===== src/common/fbm_pkg.sv =====
package fbm_pkg;
  // ==========================================================
  // bus geometry
  localparam int ADDR_W = 17;
  localparam int DATA_W = 16;

  // ==========================================================
  // timing, in ns, and the derived cycle counts at 40 MHz
  localparam int CLK_PERIOD_NS  = 25;
  localparam int T_READ_NS      = 100; // plain default, adjust per part speed grade
  localparam int T_WE_PULSE_NS  = 75;  // chosen so the pulse is three clocks
  localparam int T_WR_RECOV_NS  = 25;
  localparam int READ_WAIT_CYC  = (T_READ_NS + CLK_PERIOD_NS - 1) / CLK_PERIOD_NS;
  localparam int WE_PULSE_CYC   = (T_WE_PULSE_NS + CLK_PERIOD_NS - 1) / CLK_PERIOD_NS;
  localparam int WR_RECOV_CYC   = (T_WR_RECOV_NS + CLK_PERIOD_NS - 1) / CLK_PERIOD_NS;
  localparam int TIMER_W        = 8;

  // ==========================================================
  // command codes the controller itself cares about
  localparam logic [7:0] CMD_READ_ARRAY = 8'hff;
  localparam logic [7:0] CMD_PROG_SETUP = 8'h40;
  localparam logic [7:0] CMD_PROG_ALT   = 8'h10;
  localparam logic [7:0] CMD_ERASE      = 8'h20;

  // ==========================================================
  // user request and answer carriers
  typedef struct packed {
    logic              write;
    logic [ADDR_W-1:0] addr;
    logic [DATA_W-1:0] wdata;
  } fbm_req_t;

  typedef struct packed {
    logic              valid;
    logic              was_write;
    logic [DATA_W-1:0] rdata;
  } fbm_rsp_t;

  // pin strobes, all active low except the level selects
  typedef struct packed {
    logic reset_powerdown_n;
    logic ce_n;
    logic oe_n;
    logic we_n;
  } fbm_strobe_t;

  typedef enum logic [2:0] {
    ST_IDLE     = 3'b000,
    ST_PDOWN    = 3'b001,
    ST_WR_SETUP = 3'b010,
    ST_WR_PULSE = 3'b011,
    ST_WR_RECOV = 3'b100,
    ST_RD_WAIT  = 3'b101
  } fbm_state_t;
endpackage


===== src/design/fbm_wait_timer.sv =====
`timescale 1ns/1ps
module fbm_wait_timer
  import fbm_pkg::*;
#(
  parameter int W = TIMER_W
) (
  input  wire logic         clk,
  input  wire logic         rst_b,
  input  wire logic         load,
  input  wire logic [W-1:0] count,
  output logic              done
);
  logic [W-1:0] cnt_r;

  // ==========================================================
  // down counter; done while it rests at zero
  always_ff @(posedge clk or negedge rst_b) begin
    if (!rst_b) begin
      cnt_r <= '0;
    end else if (load) begin
      cnt_r <= count;
    end else if (cnt_r != '0) begin
      cnt_r <= cnt_r - 1'b1;
    end
  end

  // no dependence on load: the sequencer loads on done, and a
  // path back through load would form a combinational loop
  assign done = (cnt_r == '0);
endmodule


===== src/design/fbm_host.sv =====
`timescale 1ns/1ps
module fbm_host
  import fbm_pkg::*;
(
  input  wire logic              CLK,
  input  wire logic              RST_B,
  input  wire logic              REQ_VALID,
  input  wire fbm_req_t          REQ,
  output logic                   REQ_READY,
  output fbm_rsp_t               RSP,
  input  wire logic              POWERDOWN_REQ,
  input  wire logic              WORD_WIDE,
  input  wire logic              ID_VOLTAGE_REQ,
  input  wire logic              SUPPLY_ON_REQ,
  input  wire logic              BOOT_UNLOCK_REQ,
  output fbm_strobe_t            FL_STROBE,
  output logic [ADDR_W-1:0]      FL_ADDR,
  output logic                   FL_WORD_WIDE,
  output logic                   FL_ID_HIGH_VOLTAGE,
  output logic                   FL_PROGRAM_SUPPLY_ON,
  output logic                   FL_BOOT_UNLOCK_VOLTAGE,
  output logic                   FL_BOOT_PROTECT_OFF,
  input  wire logic [DATA_W-1:0] FL_DQ_I,
  output logic [DATA_W-1:0]      FL_DQ_O,
  output logic [DATA_W-1:0]      FL_DQ_OE
);
  fbm_state_t        state_r, state_nxt;
  fbm_strobe_t       strobe_nxt;
  fbm_req_t          req_r;
  logic              pend_rd_r;
  logic              need_ra_r;
  logic              data_phase_r;
  logic              wide_r;
  logic              tmr_load;
  logic [TIMER_W-1:0] tmr_count;
  logic              tmr_done;
  logic              accept;
  logic              auto_ra;
  logic [DATA_W-1:0] dq_o_nxt;
  logic [DATA_W-1:0] dq_oe_nxt;

  fbm_wait_timer #(.W(TIMER_W)) u_timer (
    .clk   (CLK),
    .rst_b (RST_B),
    .load  (tmr_load),
    .count (tmr_count),
    .done  (tmr_done)
  );

  assign accept  = (state_r == ST_IDLE) && REQ_READY && REQ_VALID && !POWERDOWN_REQ;
  assign auto_ra = accept && !REQ.write && need_ra_r;

  // ==========================================================
  // sequencer: next state, strobes and timer loads
  always_comb begin
    state_nxt  = state_r;
    strobe_nxt = '{reset_powerdown_n: 1'b1, ce_n: 1'b1, oe_n: 1'b1, we_n: 1'b1};
    tmr_load   = 1'b0;
    tmr_count  = '0;
    unique case (state_r)
      ST_IDLE: begin
        if (POWERDOWN_REQ) begin
          state_nxt = ST_PDOWN;
          strobe_nxt.reset_powerdown_n = 1'b0;
        end else if (accept && (REQ.write || auto_ra)) begin
          state_nxt = ST_WR_SETUP;
          strobe_nxt.ce_n = 1'b0;
        end else if (accept) begin
          state_nxt = ST_RD_WAIT;
          strobe_nxt.ce_n = 1'b0;
          strobe_nxt.oe_n = 1'b0;
          tmr_load  = 1'b1;
          tmr_count = TIMER_W'(READ_WAIT_CYC);
        end
      end
      ST_PDOWN: begin
        // hold the part in deep power-down until released
        if (POWERDOWN_REQ) begin
          strobe_nxt.reset_powerdown_n = 1'b0;
        end else begin
          state_nxt = ST_IDLE;
        end
      end
      ST_WR_SETUP: begin
        state_nxt = ST_WR_PULSE;
        strobe_nxt.ce_n = 1'b0;
        strobe_nxt.we_n = 1'b0;
        tmr_load  = 1'b1;
        tmr_count = TIMER_W'(WE_PULSE_CYC - 1);
      end
      ST_WR_PULSE: begin
        strobe_nxt.ce_n = 1'b0;
        if (tmr_done) begin
          state_nxt = ST_WR_RECOV; // data latched on the rising write strobe
          tmr_load  = 1'b1;
          tmr_count = TIMER_W'(WR_RECOV_CYC - 1);
        end else begin
          strobe_nxt.we_n = 1'b0;
        end
      end
      ST_WR_RECOV: begin
        if (tmr_done && pend_rd_r) begin
          state_nxt = ST_RD_WAIT; // deferred read after the FFH write
          strobe_nxt.ce_n = 1'b0;
          strobe_nxt.oe_n = 1'b0;
          tmr_load  = 1'b1;
          tmr_count = TIMER_W'(READ_WAIT_CYC);
        end else if (tmr_done) begin
          state_nxt = ST_IDLE;
        end
      end
      ST_RD_WAIT: begin
        if (tmr_done) begin
          state_nxt = ST_IDLE;
        end else begin
          strobe_nxt.ce_n = 1'b0;
          strobe_nxt.oe_n = 1'b0;
        end
      end
      default: begin
        state_nxt = ST_IDLE;
      end
    endcase
  end

  // ==========================================================
  // data pin drive: only during a write cycle, and in byte mode
  // the top line always carries the lowest address bit
  always_comb begin
    dq_o_nxt  = '0;
    dq_oe_nxt = '0;
    if (state_nxt inside {ST_WR_SETUP, ST_WR_PULSE, ST_WR_RECOV}) begin
      // a parked read keeps the read-array code on the lines for the whole write
      dq_o_nxt  = (auto_ra || pend_rd_r) ? DATA_W'(CMD_READ_ARRAY) : (accept ? REQ.wdata : req_r.wdata);
      dq_oe_nxt = wide_r ? '1 : DATA_W'(8'hff);
    end
    if (!wide_r) begin
      dq_o_nxt[DATA_W-1]  = accept ? REQ.addr[0] : req_r.addr[0];
      dq_oe_nxt[DATA_W-1] = 1'b1;
      dq_o_nxt[DATA_W-2:8] = '0;
    end
  end

  // ==========================================================
  // state and pin registers
  always_ff @(posedge CLK or negedge RST_B) begin
    if (!RST_B) begin
      state_r   <= ST_IDLE;
      FL_STROBE <= '{reset_powerdown_n: 1'b0, ce_n: 1'b1, oe_n: 1'b1, we_n: 1'b1};
      FL_DQ_O   <= '0;
      FL_DQ_OE  <= '0;
      FL_ADDR   <= '0;
    end else begin
      state_r   <= state_nxt;
      FL_STROBE <= strobe_nxt;
      FL_DQ_O   <= dq_o_nxt;
      FL_DQ_OE  <= dq_oe_nxt;
      if (accept) begin
        FL_ADDR <= REQ.addr;
      end
    end
  end

  // ==========================================================
  // request capture; a read that needs FFH first is parked
  always_ff @(posedge CLK or negedge RST_B) begin
    if (!RST_B) begin
      req_r     <= '0;
      pend_rd_r <= 1'b0;
    end else if (accept) begin
      req_r     <= REQ;
      pend_rd_r <= auto_ra;
    end else if (state_r == ST_RD_WAIT) begin
      pend_rd_r <= 1'b0;
    end
  end

  // ==========================================================
  // array-mode tracking; the data phase after a setup code is
  // never mistaken for a command, whatever its value, except the FFH
  // write sent for a read in its place, which clears need_ra_r
  always_ff @(posedge CLK or negedge RST_B) begin
    if (!RST_B) begin
      need_ra_r    <= 1'b0;
      data_phase_r <= 1'b0;
    end else if (state_r == ST_PDOWN) begin
      need_ra_r    <= 1'b0;
      data_phase_r <= 1'b0;
    end else if (accept && REQ.write) begin
      data_phase_r <= !data_phase_r && (REQ.wdata[7:0] inside {CMD_PROG_SETUP, CMD_PROG_ALT, CMD_ERASE});
      need_ra_r    <= data_phase_r || (REQ.wdata[7:0] != CMD_READ_ARRAY);
    end else if (auto_ra) begin
      need_ra_r    <= 1'b0;
    end
  end

  // ==========================================================
  // level selects; width is frozen while a cycle is open
  always_ff @(posedge CLK or negedge RST_B) begin
    if (!RST_B) begin
      wide_r                 <= 1'b1;
      FL_WORD_WIDE           <= 1'b1;
      FL_ID_HIGH_VOLTAGE     <= 1'b0;
      FL_PROGRAM_SUPPLY_ON   <= 1'b0;
      FL_BOOT_UNLOCK_VOLTAGE <= 1'b0;
      FL_BOOT_PROTECT_OFF    <= 1'b0;
    end else begin
      if (state_r == ST_IDLE && !accept) begin
        wide_r       <= WORD_WIDE;
        FL_WORD_WIDE <= WORD_WIDE;
      end
      FL_ID_HIGH_VOLTAGE     <= ID_VOLTAGE_REQ;
      FL_PROGRAM_SUPPLY_ON   <= SUPPLY_ON_REQ;
      FL_BOOT_UNLOCK_VOLTAGE <= BOOT_UNLOCK_REQ && !POWERDOWN_REQ;
      FL_BOOT_PROTECT_OFF    <= BOOT_UNLOCK_REQ;
    end
  end

  // ==========================================================
  // answer: read data sampled at the end of the access wait
  always_ff @(posedge CLK or negedge RST_B) begin
    if (!RST_B) begin
      RSP       <= '0;
      REQ_READY <= 1'b0;
    end else begin
      RSP.valid     <= 1'b0;
      RSP.was_write <= 1'b0;
      REQ_READY     <= (state_nxt == ST_IDLE) && !POWERDOWN_REQ;
      if (state_r == ST_RD_WAIT && tmr_done) begin
        RSP.valid <= 1'b1;
        RSP.rdata <= wide_r ? FL_DQ_I : {8'h00, FL_DQ_I[7:0]};
      end else if (state_r == ST_WR_RECOV && tmr_done && !pend_rd_r) begin
        RSP.valid     <= 1'b1;
        RSP.was_write <= 1'b1;
      end
    end
  end
endmodule


===== config.mk =====
export PLATFORM = sky130hd
export DESIGN_NAME = fbm_host
export DESIGN_NICKNAME = d
export VERILOG_FILES = /design/src/common/fbm_pkg.sv /design/src/design/fbm_wait_timer.sv /design/src/design/fbm_host.sv
export SDC_FILE = /design/constraint.sdc
export NUM_CORES = 1
export LEC_CHECK = 0
export ABC_AREA = 1
export BUFFER_PORTS_ARGS = -buffer_cell sky130_fd_sc_hd__buf_2
export CELL_PAD_IN_SITES_DETAIL_PLACEMENT = 0
export CELL_PAD_IN_SITES_GLOBAL_PLACEMENT = 1
export CORE_MARGIN = 10
export CORE_UTILIZATION = 37
export DETAILED_ROUTE_END_ITERATION = 8
export MAX_ROUTING_LAYER = met4
export PLACE_DENSITY = 0.81
export SLEW_MARGIN = 15
export SYNTH_ARGS = -nofsm -noshare
export SYNTH_HDL_FRONTEND = slang
export SYNTH_SLANG_ARGS = --single-unit

===== constraint.sdc =====
create_clock -name CLK -period 1.97 [get_ports CLK]
set_input_delay 0.0985 -clock CLK [delete_from_list [all_inputs] [get_ports CLK]]
set_output_delay 0.0985 -clock CLK [all_outputs]
set_load 0.1 [all_outputs]

==> results.yml, run 1 <==
setup_path:
  cp_data_arrival_time_ns: 2.08
  critical_path.most_common_cell: "sky130_fd_sc_hd__nand2_2"
  cp_slowest_stage_delay_ns: 0.39
  timing.critical_path.from_type: "flop"
  worstSetupStartpoint: "u_timer.cnt_r[0]$_DFFE_PN0P_"
  endpoint_kind: "flop"
  worst_ep_required_time_ns: 2.22
  crit_path_cell_trace: "inv_2 -> ha_2 -> nand2_1 -> nor2_4 -> nand3_4 -> nand2_2 -> nand2_2 -> o21bai_4 -> buf_12 -> or2_1"
  cp_slowest_cell: "sky130_fd_sc_hd__dfrtp_1"
  criticalPathCategory: "flop to flop"
  maximum_fanout_along_the_worst_path: 5
  r2r_start: "u_timer.cnt_r[0]$_DFFE_PN0P_"
clock_tree:
  cts_max_level: 3
  worst_setup_hold_path_clk_slew_ns: 0.08
  cts_buffer_depth: 2
  cts_made_buffers: 9
  clkLatencyLatePin_ns: 0.36
  clock_sink_count: 94
  cts_tree: "yes"
  cts_root_cell: "sky130_fd_sc_hd__clkbuf_8"
sta:
  maxSlewViolCount: 0
  final.setup_skew_ns: 0.0155
  fmaxAchievable_ghz: 0.546
  layout_worst_path_cycle_share: 0.930
  timing.final.setup_violations: 0
  final_critical_path_setup_slack_ns: 0.137
  timing.setup.tns_ns: 0
  relSlewSlack: 0.659
  worst_pin_slew_ns: 0.515
  final_hold_viol_count: 0
  setup_repair_after_global_routing_missed_its_margin: "no"
  final_critical_delay_including_setup_and_external_delays_ns: 1.83
drt:
  detail_route.wl_per_cell_um: 14.3
  detailroute.via_count: 3320
  postRouteWirelength_um: 10600
  remaining_drc_errors: 0
  detail_route.first_pass.iterations: 4
  drt.antenna.violating_nets: 0
  dr.first_iter.drc_count: 123
  post_drt_via_cell_ratio: 4.47
floorplanning:
  die_w_um: 126
  initial_utilization: 0.379
  io-pin-count: 135
  placement_rows: 38
  die_area_mm2: 0.0158
  core_area_mm2: 0.0109
  die-height_um: 126
cells_and_area:
  multiInputGateArea_mm2: 0.00133
  drive_above_1_share: 0.360
  design.final.nets: 658
  fillerInstances: 1042
  seqCellArea_mm2: 0.00236
  instances_no_fill: 743
  syn_to_final_growth_pct: 32.8
  antennaDiodeCount: 0
global_route:
  grt_use_total: 0.139
  globalRouteOverflowTotal: 0
  grt_antenna_before_repair: 0
  grt_start_max_net_pins: 60
  wire_length_of_the_first_global_routing_pass_um: 17700
  first_global_vias: 3562
logic_synthesis:
  synth_seq_cells: 94
  synthesis.area_mm2: 0.00413
  postSynthAreaPerCell_um2: 9.45
  synth_cell_type_count: 36
  post_syn_instances: 437
  syn_nets: 497
  ys.warnings.count: 0
  seq_area_frac_synth: 0.571
worst_hold_path:
  worstHoldPathType: "input pin to flop"
  hold_path.startpoint: "REQ[8]"
place:
  gp_routability_congestion: 0.874
  detailed_place_hpwl_um: 7730
  place_ws_ns: 0.0946
  numPortBuffers: 134
  placed_cells: 679
run_status:
  status: "finished, final reports clean"
flow_run:
  drv_cap: 0
[Yosys cell counts]
cell type / number / area [um^2]
sky130_fd_sc_hd__o21ai_0: 23 / 115
sky130_fd_sc_hd__buf_12: 1 / 20.0
sky130_fd_sc_hd__nand2_2: 7 / 43.8
sky130_fd_sc_hd__o21bai_4: 1 / 18.8
sky130_fd_sc_hd__o311ai_0: 1 / 8.76
sky130_fd_sc_hd__nand2_1: 126 / 473
sky130_fd_sc_hd__o41ai_1: 1 / 8.76
sky130_fd_sc_hd__ha_1: 2 / 25.0
sky130_fd_sc_hd__nor2_4: 2 / 22.5
sky130_fd_sc_hd__nand4_1: 5 / 31.3
sky130_fd_sc_hd__nor2_8: 1 / 20.0
sky130_fd_sc_hd__xnor2_1: 1 / 8.76
sky130_fd_sc_hd__o21ai_2: 8 / 70.1
sky130_fd_sc_hd__buf_2: 5 / 25.0
sky130_fd_sc_hd__clkbuf_1: 2 / 7.51
sky130_fd_sc_hd__o31ai_1: 1 / 7.51
sky130_fd_sc_hd__a211oi_1: 1 / 7.51
sky130_fd_sc_hd__nor2_2: 2 / 12.5
sky130_fd_sc_hd__nand3_2: 2 / 20.0
sky130_fd_sc_hd__dfstp_2: 4 / 105
sky130_fd_sc_hd__mux2_2: 8 / 90.1
sky130_fd_sc_hd__inv_2: 10 / 37.5
sky130_fd_sc_hd__nor4_1: 3 / 18.8
sky130_fd_sc_hd__nor2_1: 31 / 116
sky130_fd_sc_hd__or2_1: 1 / 6.26
sky130_fd_sc_hd__or2_2: 8 / 50.1
sky130_fd_sc_hd__nand3b_1: 1 / 7.51
sky130_fd_sc_hd__clkbuf_4: 1 / 7.51
sky130_fd_sc_hd__nor3_1: 2 / 10.0
sky130_fd_sc_hd__inv_1: 32 / 120
sky130_fd_sc_hd__dfrtp_1: 90 / 2250
sky130_fd_sc_hd__nand3_1: 11 / 55.1
sky130_fd_sc_hd__xor2_1: 3 / 26.3
sky130_fd_sc_hd__a21oi_1: 7 / 35.0
sky130_fd_sc_hd__clkinv_1: 1 / 3.75
sky130_fd_sc_hd__buf_4: 32 / 240
[cell families after synthesis]
group,count (synthesis),share of synthesized area
AND/OR/NAND/NOR,202,0.215
adder cells (fa/ha/maj),2,0.00606
multiplexers,8,0.0218
flip-flops,94,0.571
AO/OA/AOI/OAI,43,0.0658
buffers and inverters,84,0.112
XOR/XNOR,4,0.00849
[placed cells by master (no fill, tap or decap), types with 5 or more instances in the layout]
cell type	synthesis	final
sky130_fd_sc_hd__clkbuf_8	0	10
sky130_fd_sc_hd__buf_4	32	7
sky130_fd_sc_hd__mux2_2	8	8
sky130_fd_sc_hd__o21ai_2	8	8
sky130_fd_sc_hd__nand4_1	5	5
sky130_fd_sc_hd__o21ai_0	23	23
sky130_fd_sc_hd__nand3_1	11	11
sky130_fd_sc_hd__buf_2	5	133
sky130_fd_sc_hd__nand2_1	126	125
sky130_fd_sc_hd__inv_2	10	12
sky130_fd_sc_hd__dlygate4sd3_1	0	47
sky130_fd_sc_hd__dfrtp_1	90	88
sky130_fd_sc_hd__nor2_1	31	31
sky130_fd_sc_hd__inv_1	32	30
sky130_fd_sc_hd__nand2_2	7	7
sky130_fd_sc_hd__a21oi_1	7	7
sky130_fd_sc_hd__or2_2	8	8
[registers in the layout, indices dropped and copies added (netlist names), 3 cells and up]
register / count
u_timer.cnt_r: 8
FL_DQ_OE: 3
req_r: 33
FL_STROBE: 4
state_r: 3
RSP: 18
FL_DQ_O: 16
[repair_timing]
action                                  4_1_cts  5_1_grt
hold buffers                                 47        0
buffers inserted                              0        1
resized for setup                             0        9
hold endpoints to repair                     83        0
endpoints found under the setup margin        0       25
[metal layers]
| metal | global-route usage | vias to the layer above | routed length [um] |
|---|---|---|---|
| li1 | - | 1653 | - |
| met1 | 0.161 | 1563 | 4600 |
| met2 | 0.231 | 91 | 5300 |
| met3 | 0.0369 | 13 | 587 |
| met4 | 0.0440 | 0 | 129 |
| met5 | - | - | 0 |
[final timing paths]
check | depth (start not counted) | slack, ns | endpoint
max in group asynchronous | 3 | 1.00 | FL_STROBE[0]$_DFF_PN1_
setup / recovery | 10 | 0.14 | FL_DQ_OE[15]$_DFF_PN0_
setup reg to reg | 10 | 0.14 | FL_DQ_OE[15]$_DFF_PN0_
hold / removal | 3 | 0.02 | req_r[8]$_DFFE_PN0N_
min in group asynchronous | 2 | 0.24 | RSP[12]$_DFFE_PN0P_
hold reg to reg | 2 | 0.47 | req_r[24]$_DFFE_PN0N_
[worst max-delay path, delay by kind of cell (launching register included)]
family                     cells  cell delay, ns
AOI/OAI and AO/OA              1            0.20
adders and majority gates      1            0.17
buffers and inverters          2            0.22
DFF                            1            0.39
and+or+nand+nor                6            0.74
[area by class of cell]
| class | count | area share |
|---|---|---|
| sequential | 94 | 0.431 |
| inverter | 43 | 0.0294 |
| timing repair buffer | 191 | 0.230 |
| multi-input combinational | 259 | 0.243 |
| clock buffer | 12 | 0.0265 |
| tap | 140 | 0.0319 |
| clock inverter | 4 | 0.00867 |
[per-stage QoR]
| stage | util | cell area [um^2] | hold WS [ns] |
|---|---|---|---|
| final | 0.504 | 5480 | 0.0169 |
| after global routing | 0.504 | 5480 | 0.0149 |
| after CTS | 0.499 | 5440 | 0.00439 |
| after detailed placement | 0.438 | 4770 | 0.0933 |
| after global placement | 0.438 | 4770 | 0.0814 |
| after floorplan | - | 4130 | -0.197 |
Power of run 1 is not shown: default switching activity piles up to over one toggle a cycle in this logic, so the estimate is an artifact.
==> run 2: changes to the inputs <==
- ABC_AREA: 1 -> not set
- CORE_UTILIZATION: 37 -> 38
- PLACE_DENSITY: 0.81 -> 0.82
==> run 2 against run 1 <==
  * The flow now finishes with violations (negative setup slack)
  * Wire length fell by 2.3%
  * Count of clock-buffer cells in the layout shrank 1
  * Non-clock buffer count is 32 higher
  * Via count down 0.48%
  * Clock skew shrank 0.0024 ns
  * Setup slack got worse by 0.38 ns
  * Synthesized cell count fell by 13%
  * First-iteration DRC count up 3.3%
  * Critical endpoint unchanged
  * Highest routed layer unchanged
==> results.yml, run 2 <==
clock_tree:
  cts_max_level: 3
  cts_root_cell: "sky130_fd_sc_hd__clkbuf_8"
  cts_buffer_depth: 2
  clkLatencyLatePin_ns: 0.36
  cts_tree: "yes"
  cts_made_buffers: 9
  clock_sink_count: 94
  worst_setup_hold_path_clk_slew_ns: 0.09
logic_synthesis:
  syn_nets: 442
  seq_area_frac_synth: 0.591
  synthesis.area_mm2: 0.00399
  postSynthAreaPerCell_um2: 10.4
  post_synth_main_area_contributors: "sky130_fd_sc_hd__dfrtp_1 56%, sky130_fd_sc_hd__nand2_1 9.0%, sky130_fd_sc_hd__buf_4 5.6%"
  synth_cell_type_count: 45
  synth_flop_cell: "sky130_fd_sc_hd__dfrtp_1"
  ys.warnings.count: 0
  post_syn_instances: 382
  synth_area_leader_cell: "sky130_fd_sc_hd__dfrtp_1"
  ys_async_sr_fraction: 1.00
  yosys-top-cells-count: "96 x sky130_fd_sc_hd__nand2_1, 90 x sky130_fd_sc_hd__dfrtp_1, 30 x sky130_fd_sc_hd__buf_4, 27 x sky130_fd_sc_hd__nor2_1, 18 x sky130_fd_sc_hd__mux2_2"
  synth-edff-count: 0
  synth_top_cell_area_share: 0.565
  synth_seq_cells: 94
  yosys.cell_count.top_type: "sky130_fd_sc_hd__nand2_1"
cells_and_area:
  number_of_flip_flops_under_the_largest_register_name: 33
  design.final.nets: 631
  layout_commonest_cell: "sky130_fd_sc_hd__buf_2"
  top_register: "req_r"
  syn_to_final_growth_pct: 41.6
  antennaDiodeCount: 0
  drive_above_1_share: 0.399
  largest_registers: "req_r: 33 flops, RSP: 18 flops, FL_DQ_O: 16 flops"
  commonest_cells_after_routing_fill_and_taps_aside: "133 x sky130_fd_sc_hd__buf_2, 95 x sky130_fd_sc_hd__nand2_1, 89 x sky130_fd_sc_hd__dfrtp_1"
  fillerInstances: 905
  postLayoutCellArea_mm2: 0.00565
drt:
  post_drt_via_cell_ratio: 4.64
  detailroute.via_count: 3304
  detail_route.first_pass.iterations: 4
  postRouteWirelength_um: 10400
  remaining_drc_errors: 0
  detail_route.wl_per_cell_um: 14.6
  dr.first_iter.drc_count: 127
  drt.antenna.violating_nets: 0
global_route:
  grt_use_total: 0.142
  grt_antenna_before_repair: 0
  wire_length_of_the_first_global_routing_pass_um: 16700
  globalRouteOverflowTotal: 0
  first_global_vias: 3424
  grt_start_max_net_pins: 49
sta:
  final_hold_viol_count: 0
  maxSlewViolCount: 0
  fmaxAchievable_ghz: 0.452
  layout_worst_path_cycle_share: 1.12
  final_critical_delay_including_setup_and_external_delays_ns: 2.21
  timing.final.setup_violations: 26
  final_critical_path_setup_slack_ns: -0.241
  worst_pin_slew_ns: 0.627
  final.setup_skew_ns: 0.0131
  relSlewSlack: 0.582
  setup_repair_after_global_routing_missed_its_margin: "yes"
  timing.setup.tns_ns: -4.93
setup_path:
  maximum_fanout_along_the_worst_path: 5
  criticalPathCategory: "flop to flop"
  endpoint_kind: "flop"
  worst_ep_required_time_ns: 2.21
  cp_data_arrival_time_ns: 2.45
  timing.critical_path.from_type: "flop"
flow_run:
  drv_cap: 0
place:
  place_ws_ns: -0.267
  gp_routability_congestion: 0.876
  numPortBuffers: 134
  detailed_place_hpwl_um: 7380
  placedInstanceArea_mm2: 0.00487
floorplanning:
  die_area_mm2: 0.0150
  core_area_mm2: 0.0103
  initial_utilization: 0.388
  io-pin-count: 135
  placement_rows: 37
  die_w_um: 122
  die-height_um: 122
run_status:
  status: "complete, but fails checks"
  violations: "negative setup slack"
worst_hold_path:
  worstHoldPathType: "input pin to flop"
==> run 2: cells by family (layout without fill, tap and decap cells) <==
family | Yosys count | count (layout) | synth area share
fa+ha+maj | 2 | 2 | 0.00627
compound gates | 41 | 41 | 0.0681
mux | 19 | 19 | 0.0533
xor+xnor | 7 | 7 | 0.0154
buf+inv | 53 | 247 | 0.0806
flops | 94 | 94 | 0.591
simple gates | 166 | 166 | 0.185
==> run 2: routing by layer <==
layer / share of wire / wire length [um] / track usage / up-vias
met3: 0.082 / 855 / 0.0390 / 15
met1: 0.43 / 4470 / 0.172 / 1565
met5: 0 / 0 / - / -
li1: - / - / - / 1604
met2: 0.47 / 4890 / 0.223 / 120
met4: 0.015 / 157 / 0.0486 / 0
==> run 2: critical path, cell delays in order, from the launching register on <==
cell and delay (ns):
sky130_fd_sc_hd__dfrtp_1 0.40, sky130_fd_sc_hd__inv_2 0.08, sky130_fd_sc_hd__ha_4 0.13, sky130_fd_sc_hd__or3b_4 0.37, sky130_fd_sc_hd__or4_4 0.52, sky130_fd_sc_hd__and2_4 0.16, sky130_fd_sc_hd__a31oi_4 0.20, sky130_fd_sc_hd__buf_6 0.17
sky130_fd_sc_hd__nand2_2 0.05
==> run 2: area by class of cell <==
type                       count  area [um^2]  area share
multi-input combinational    235         1400       0.247
tap                          136          170      0.0301
sequential                    94         2360       0.418
clock buffer                  11          141      0.0250
inverter                       8         30.0     0.00532
clock inverter                 5         42.5     0.00753
timing repair buffer         223         1510       0.267
==> run 2: per-stage QoR <==
| stage | hold slack, ns | cells | utilization |
|---|---|---|---|
| after floorplan | -0.197 | 382 | - |
| after global placement | 0.156 | 642 | 0.474 |
| after detailed placement | 0.172 | 642 | 0.474 |
| after CTS | 0.0197 | 711 | 0.545 |
| after global routing | 0.0419 | 712 | 0.550 |
| final | 0.0273 | 712 | 0.550 |
==> run 2: worst paths after layout <==
check,slack [ns],endpoint,startpoint,cells after the start
max,-0.24,FL_DQ_OE[15]$_DFF_PN0_,u_timer.cnt_r[0]$_DFFE_PN0P_,8
min,0.03,req_r[5]$_DFFE_PN0N_,REQ[5],3
max reg2reg,-0.24,FL_DQ_OE[15]$_DFF_PN0_,u_timer.cnt_r[0]$_DFFE_PN0P_,8
min reg2reg,0.48,req_r[22]$_DFFE_PN0N_,req_r[22]$_DFFE_PN0N_,2
max in group asynchronous,0.98,FL_DQ_O[3]$_DFF_PN0_,RST_B,3
min in group asynchronous,0.29,req_r[27]$_DFFE_PN0N_,RST_B,2
==> run 2: timing repair <==
item	in CTS	in global routing
buffers inserted	1	0
hold endpoints to repair	96	0
resized for setup	6	10
cloned	0	1
hold buffers	52	0
pin swaps	2	3
endpoints found under the setup margin	41	40
Power of run 2 is left out for the same reason.
==> run 3: changes to the inputs <==
- SYNTH_HIERARCHICAL: not set -> 1
- clock period: 1.97 -> 2.25 ns (I/O delays scaled with it)
==> run 3 against run 2 <==
  * The run still ends with negative setup slack left
  * Non-clock buffer count shrank 21
  * Via count grew 2.0%
  * Core utilization shrank 1.8 points
  * Wire length grew 3.5%
  * Count of clock-buffer cells in the layout grew 2
  * Setup slack gained 0.24 ns
  * Critical path type unchanged
  * Critical endpoint is now FL_DQ_O[0]$_DFF_PN0_
  * Highest routed layer unchanged
==> results.yml, run 3 <==
logic_synthesis:
  seq_area_frac_synth: 0.579
  ys.warnings.count: 6
  synthesis.area_mm2: 0.00407
  ys_async_sr_fraction: 1.00
  yosys.cell_count.top_type: "sky130_fd_sc_hd__nand2_1"
  synth_top_family_by_area: "simple AND/OR/NAND/NOR gates"
  synth-edff-count: 0
  yosys-top-cells-count: "129 x sky130_fd_sc_hd__nand2_1, 90 x sky130_fd_sc_hd__dfrtp_1, 30 x sky130_fd_sc_hd__buf_4, 17 x sky130_fd_sc_hd__a21oi_1"
  synth_flop_cell: "sky130_fd_sc_hd__dfrtp_1"
  post_syn_instances: 404
  synth_seq_cells: 94
  synth-adder-area-share: 0.00307
  synth_area_leader_cell: "sky130_fd_sc_hd__dfrtp_1"
  postSynthAreaPerCell_um2: 10.1
  post_synth_main_area_contributors: "sky130_fd_sc_hd__dfrtp_1 55%, sky130_fd_sc_hd__nand2_1 12%, sky130_fd_sc_hd__buf_4 5.5%"
  synth_cell_type_count: 56
  yosys.area_share.simple: 0.199
  synth-compound-area-share: 0.0983
  synth.area.mux_share: 0.0276
  synth_xor_xnor_area_share: 0.00430
  synth_top_cell_area_share: 0.553
cells_and_area:
  number_of_flip_flops_under_the_largest_register_name: 33
  design.final.nets: 634
  instances_no_fill: 716
  antennaDiodeCount: 0
  syn_to_final_growth_pct: 35.4
  drive_above_1_share: 0.357
  top_register: "req_r"
  largest_registers: "req_r: 33 flops, RSP: 18 flops, FL_DQ_O: 16 flops"
  commonest_cells_after_routing_fill_and_taps_aside: "133 x sky130_fd_sc_hd__buf_2, 129 x sky130_fd_sc_hd__nand2_1, 89 x sky130_fd_sc_hd__dfrtp_1"
  layout_commonest_cell: "sky130_fd_sc_hd__buf_2"
sta:
  relSlewSlack: 0.532
  final.setup_skew_ns: 0.00606
  setup_repair_after_global_routing_missed_its_margin: "yes"
  final_hold_viol_count: 0
  timing.final.setup_violations: 3
  maxSlewViolCount: 0
  final_critical_delay_including_setup_and_external_delays_ns: 2.25
  worst_pin_slew_ns: 0.702
  final_critical_path_setup_slack_ns: -0.00320
  fmaxAchievable_ghz: 0.444
  worst_hold_slack_ns: 0.0117
  layout_worst_path_cycle_share: 1.00
place:
  placed_cells: 651
  gp_routability_congestion: 0.850
  numPortBuffers: 134
  detailed_place_hpwl_um: 7700
worst_hold_path:
  hold_path.startpoint: "FL_DQ_I[12]"
  worstHoldPathType: "input pin to flop"
floorplanning:
  placement_rows: 37
  die_area_mm2: 0.0153
  die-height_um: 124
  core_area_mm2: 0.0104
  io-pin-count: 135
  initial_utilization: 0.393
  die_w_um: 124
pwr:
  cellPowerDensity_mw_per_mm2: 1090
  static-leakage-power_uw: 0.00284
  power.switching_uw: 2910
  seqPwrFrac: 0.344
  comb_power_share: 0.474
  internal_power_uw: 3110
  total_power_uw: 6020
  power.share.clock: 0.183
  max-vdd-ir-drop_mv: 1.06
  netSwitchingFraction: 0.483
clock_tree:
  clkLatencyLatePin_ns: 0.36
  clock_sink_count: 94
  cts_buffer_depth: 2
  cts_made_buffers: 9
  cts_root_cell: "sky130_fd_sc_hd__clkbuf_8"
  worst_setup_hold_path_clk_slew_ns: 0.08
  cts_max_level: 3
  cts_tree: "yes"
setup_path:
  r2r_start: "u_timer/cnt_r[1]$_DFFE_PN0P_"
  worst_ep_required_time_ns: 2.45
  criticalPathCategory: "flop to flop"
  cp_slowest_cell: "sky130_fd_sc_hd__dfrtp_1"
  timing.critical_path.from_type: "flop"
  cp_data_arrival_time_ns: 2.45
  cp_slowest_stage_delay_ns: 0.39
  worstSetupStartpoint: "u_timer/cnt_r[1]$_DFFE_PN0P_"
  endpoint_kind: "flop"
  crit_path_cell_trace: "inv_1 -> ha_2 -> or3b_4 -> nor2_4 -> buf_4 -> nand2_1 -> nand3_2 -> o21ai_4 -> a21oi_2 -> buf_12 -> a31oi_1"
  maximum_fanout_along_the_worst_path: 11
  timing.reg2reg.setup_slack_ns: -0.003
flow_run:
  drv_cap: 0
global_route:
  grt_util_met2: 0.234
  grt_start_max_net_pins: 40
  wire_length_of_the_first_global_routing_pass_um: 17300
  groute.layer.met1.usage: 0.171
  grt-busiest-layer: "met2"
  globalRouteMet3Util: 0.0456
  grt_use_total: 0.146
  first_global_vias: 3498
  globalRouteOverflowTotal: 0
  grt_antenna_before_repair: 0
drt:
  detail_route.wl_per_cell_um: 15.0
  remaining_drc_errors: 0
  detailroute.via_count: 3370
  postRouteWirelength_um: 10700
  detail_route.first_pass.iterations: 4
  drt.antenna.violating_nets: 0
  dr.first_iter.drc_count: 118
  post_drt_via_cell_ratio: 4.71
run_status:
  status: "complete, but fails checks"
  violations: "negative setup slack"
[run 3: per-layer routing]
metal / vias up / share of wire
met5: - / 0
li1: 1649 / -
met4: 0 / 0.017
met3: 16 / 0.075
met1: 1606 / 0.41
met2: 99 / 0.49
[run 3: through the flow]
| step | util | instance area [um^2] | setup TNS [ns] | worst slack [ns] |
|---|---|---|---|---|
| floorplan | - | 4110 | -0.0192 | -0.0126 |
| global placement | 0.460 | 4770 | 0 | 0.0389 |
| detailed placement | 0.460 | 4770 | -0.115 | -0.0349 |
| CTS | 0.526 | 5460 | 0 | 0.00527 |
| global route | 0.532 | 5520 | -2.52 | -0.155 |
| finish | 0.532 | 5520 | -0.00554 | -0.00320 |
[run 3: power groups by stage]
stage | logic, uW | clock network, uW | registers [uW]
detailed placement | 2720 | 0 | 2100
CTS | 2830 | 1150 | 2070
global placement | 2710 | 0 | 2090
global route | 2990 | 1220 | 2110
finish | 2850 | 1100 | 2070
floorplan | 1760 | 0 | 2640
[run 3: worst max-delay path: cells and delay by family (launching register included)]
| family | cells | cell delay, ns |
|---|---|---|
| adders and majority gates | 1 | 0.16 |
| DFF | 1 | 0.39 |
| AOI/OAI and AO/OA | 3 | 0.33 |
| and+or+nand+nor | 4 | 0.86 |
| buffers and inverters | 3 | 0.36 |
[run 3: cell families after synthesis]
logic type,count (synthesis)
and+or+nand+nor,182
DFF,94
AOI/OAI and AO/OA,60
other,1
xor gates and xnor gates,2
muxes,10
adders and majority gates,1
buffers and inverters,54
[run 3: worst paths after layout]
kind                                         end  depth (start not counted)
min reg2reg                req_r[21]$_DFFE_PN0N_                          2
max in group asynchronous    RSP[11]$_DFFE_PN0P_                          3
min                          RSP[12]$_DFFE_PN0P_                          3
min in group asynchronous  FL_DQ_OE[7]$_DFF_PN0_                          2
max reg2reg                 FL_DQ_O[0]$_DFF_PN0_                         11
max                         FL_DQ_O[0]$_DFF_PN0_                         11
[run 3: timing repair]
| action | in CTS | in global routing |
|---|---|---|
| setup endpoints to repair | 12 | 27 |
| buffers inserted | 1 | 2 |
| hold endpoints to repair | 83 | 0 |
| pin swaps | 1 | 4 |
| hold buffers | 46 | 0 |
| gates resized for setup | 4 | 10 |
[run 3: cell type report]
cell class,count,area (um^2)
Fill cell,964,4850
Sequential cell,94,2360
Inverter,7,26.3
Timing Repair Buffer,202,1320
Multi-Input combinational cell,261,1450
Clock inverter,3,43.8
Clock buffer,13,149
Tap cell,136,170
(Power assumes the default switching activity.)
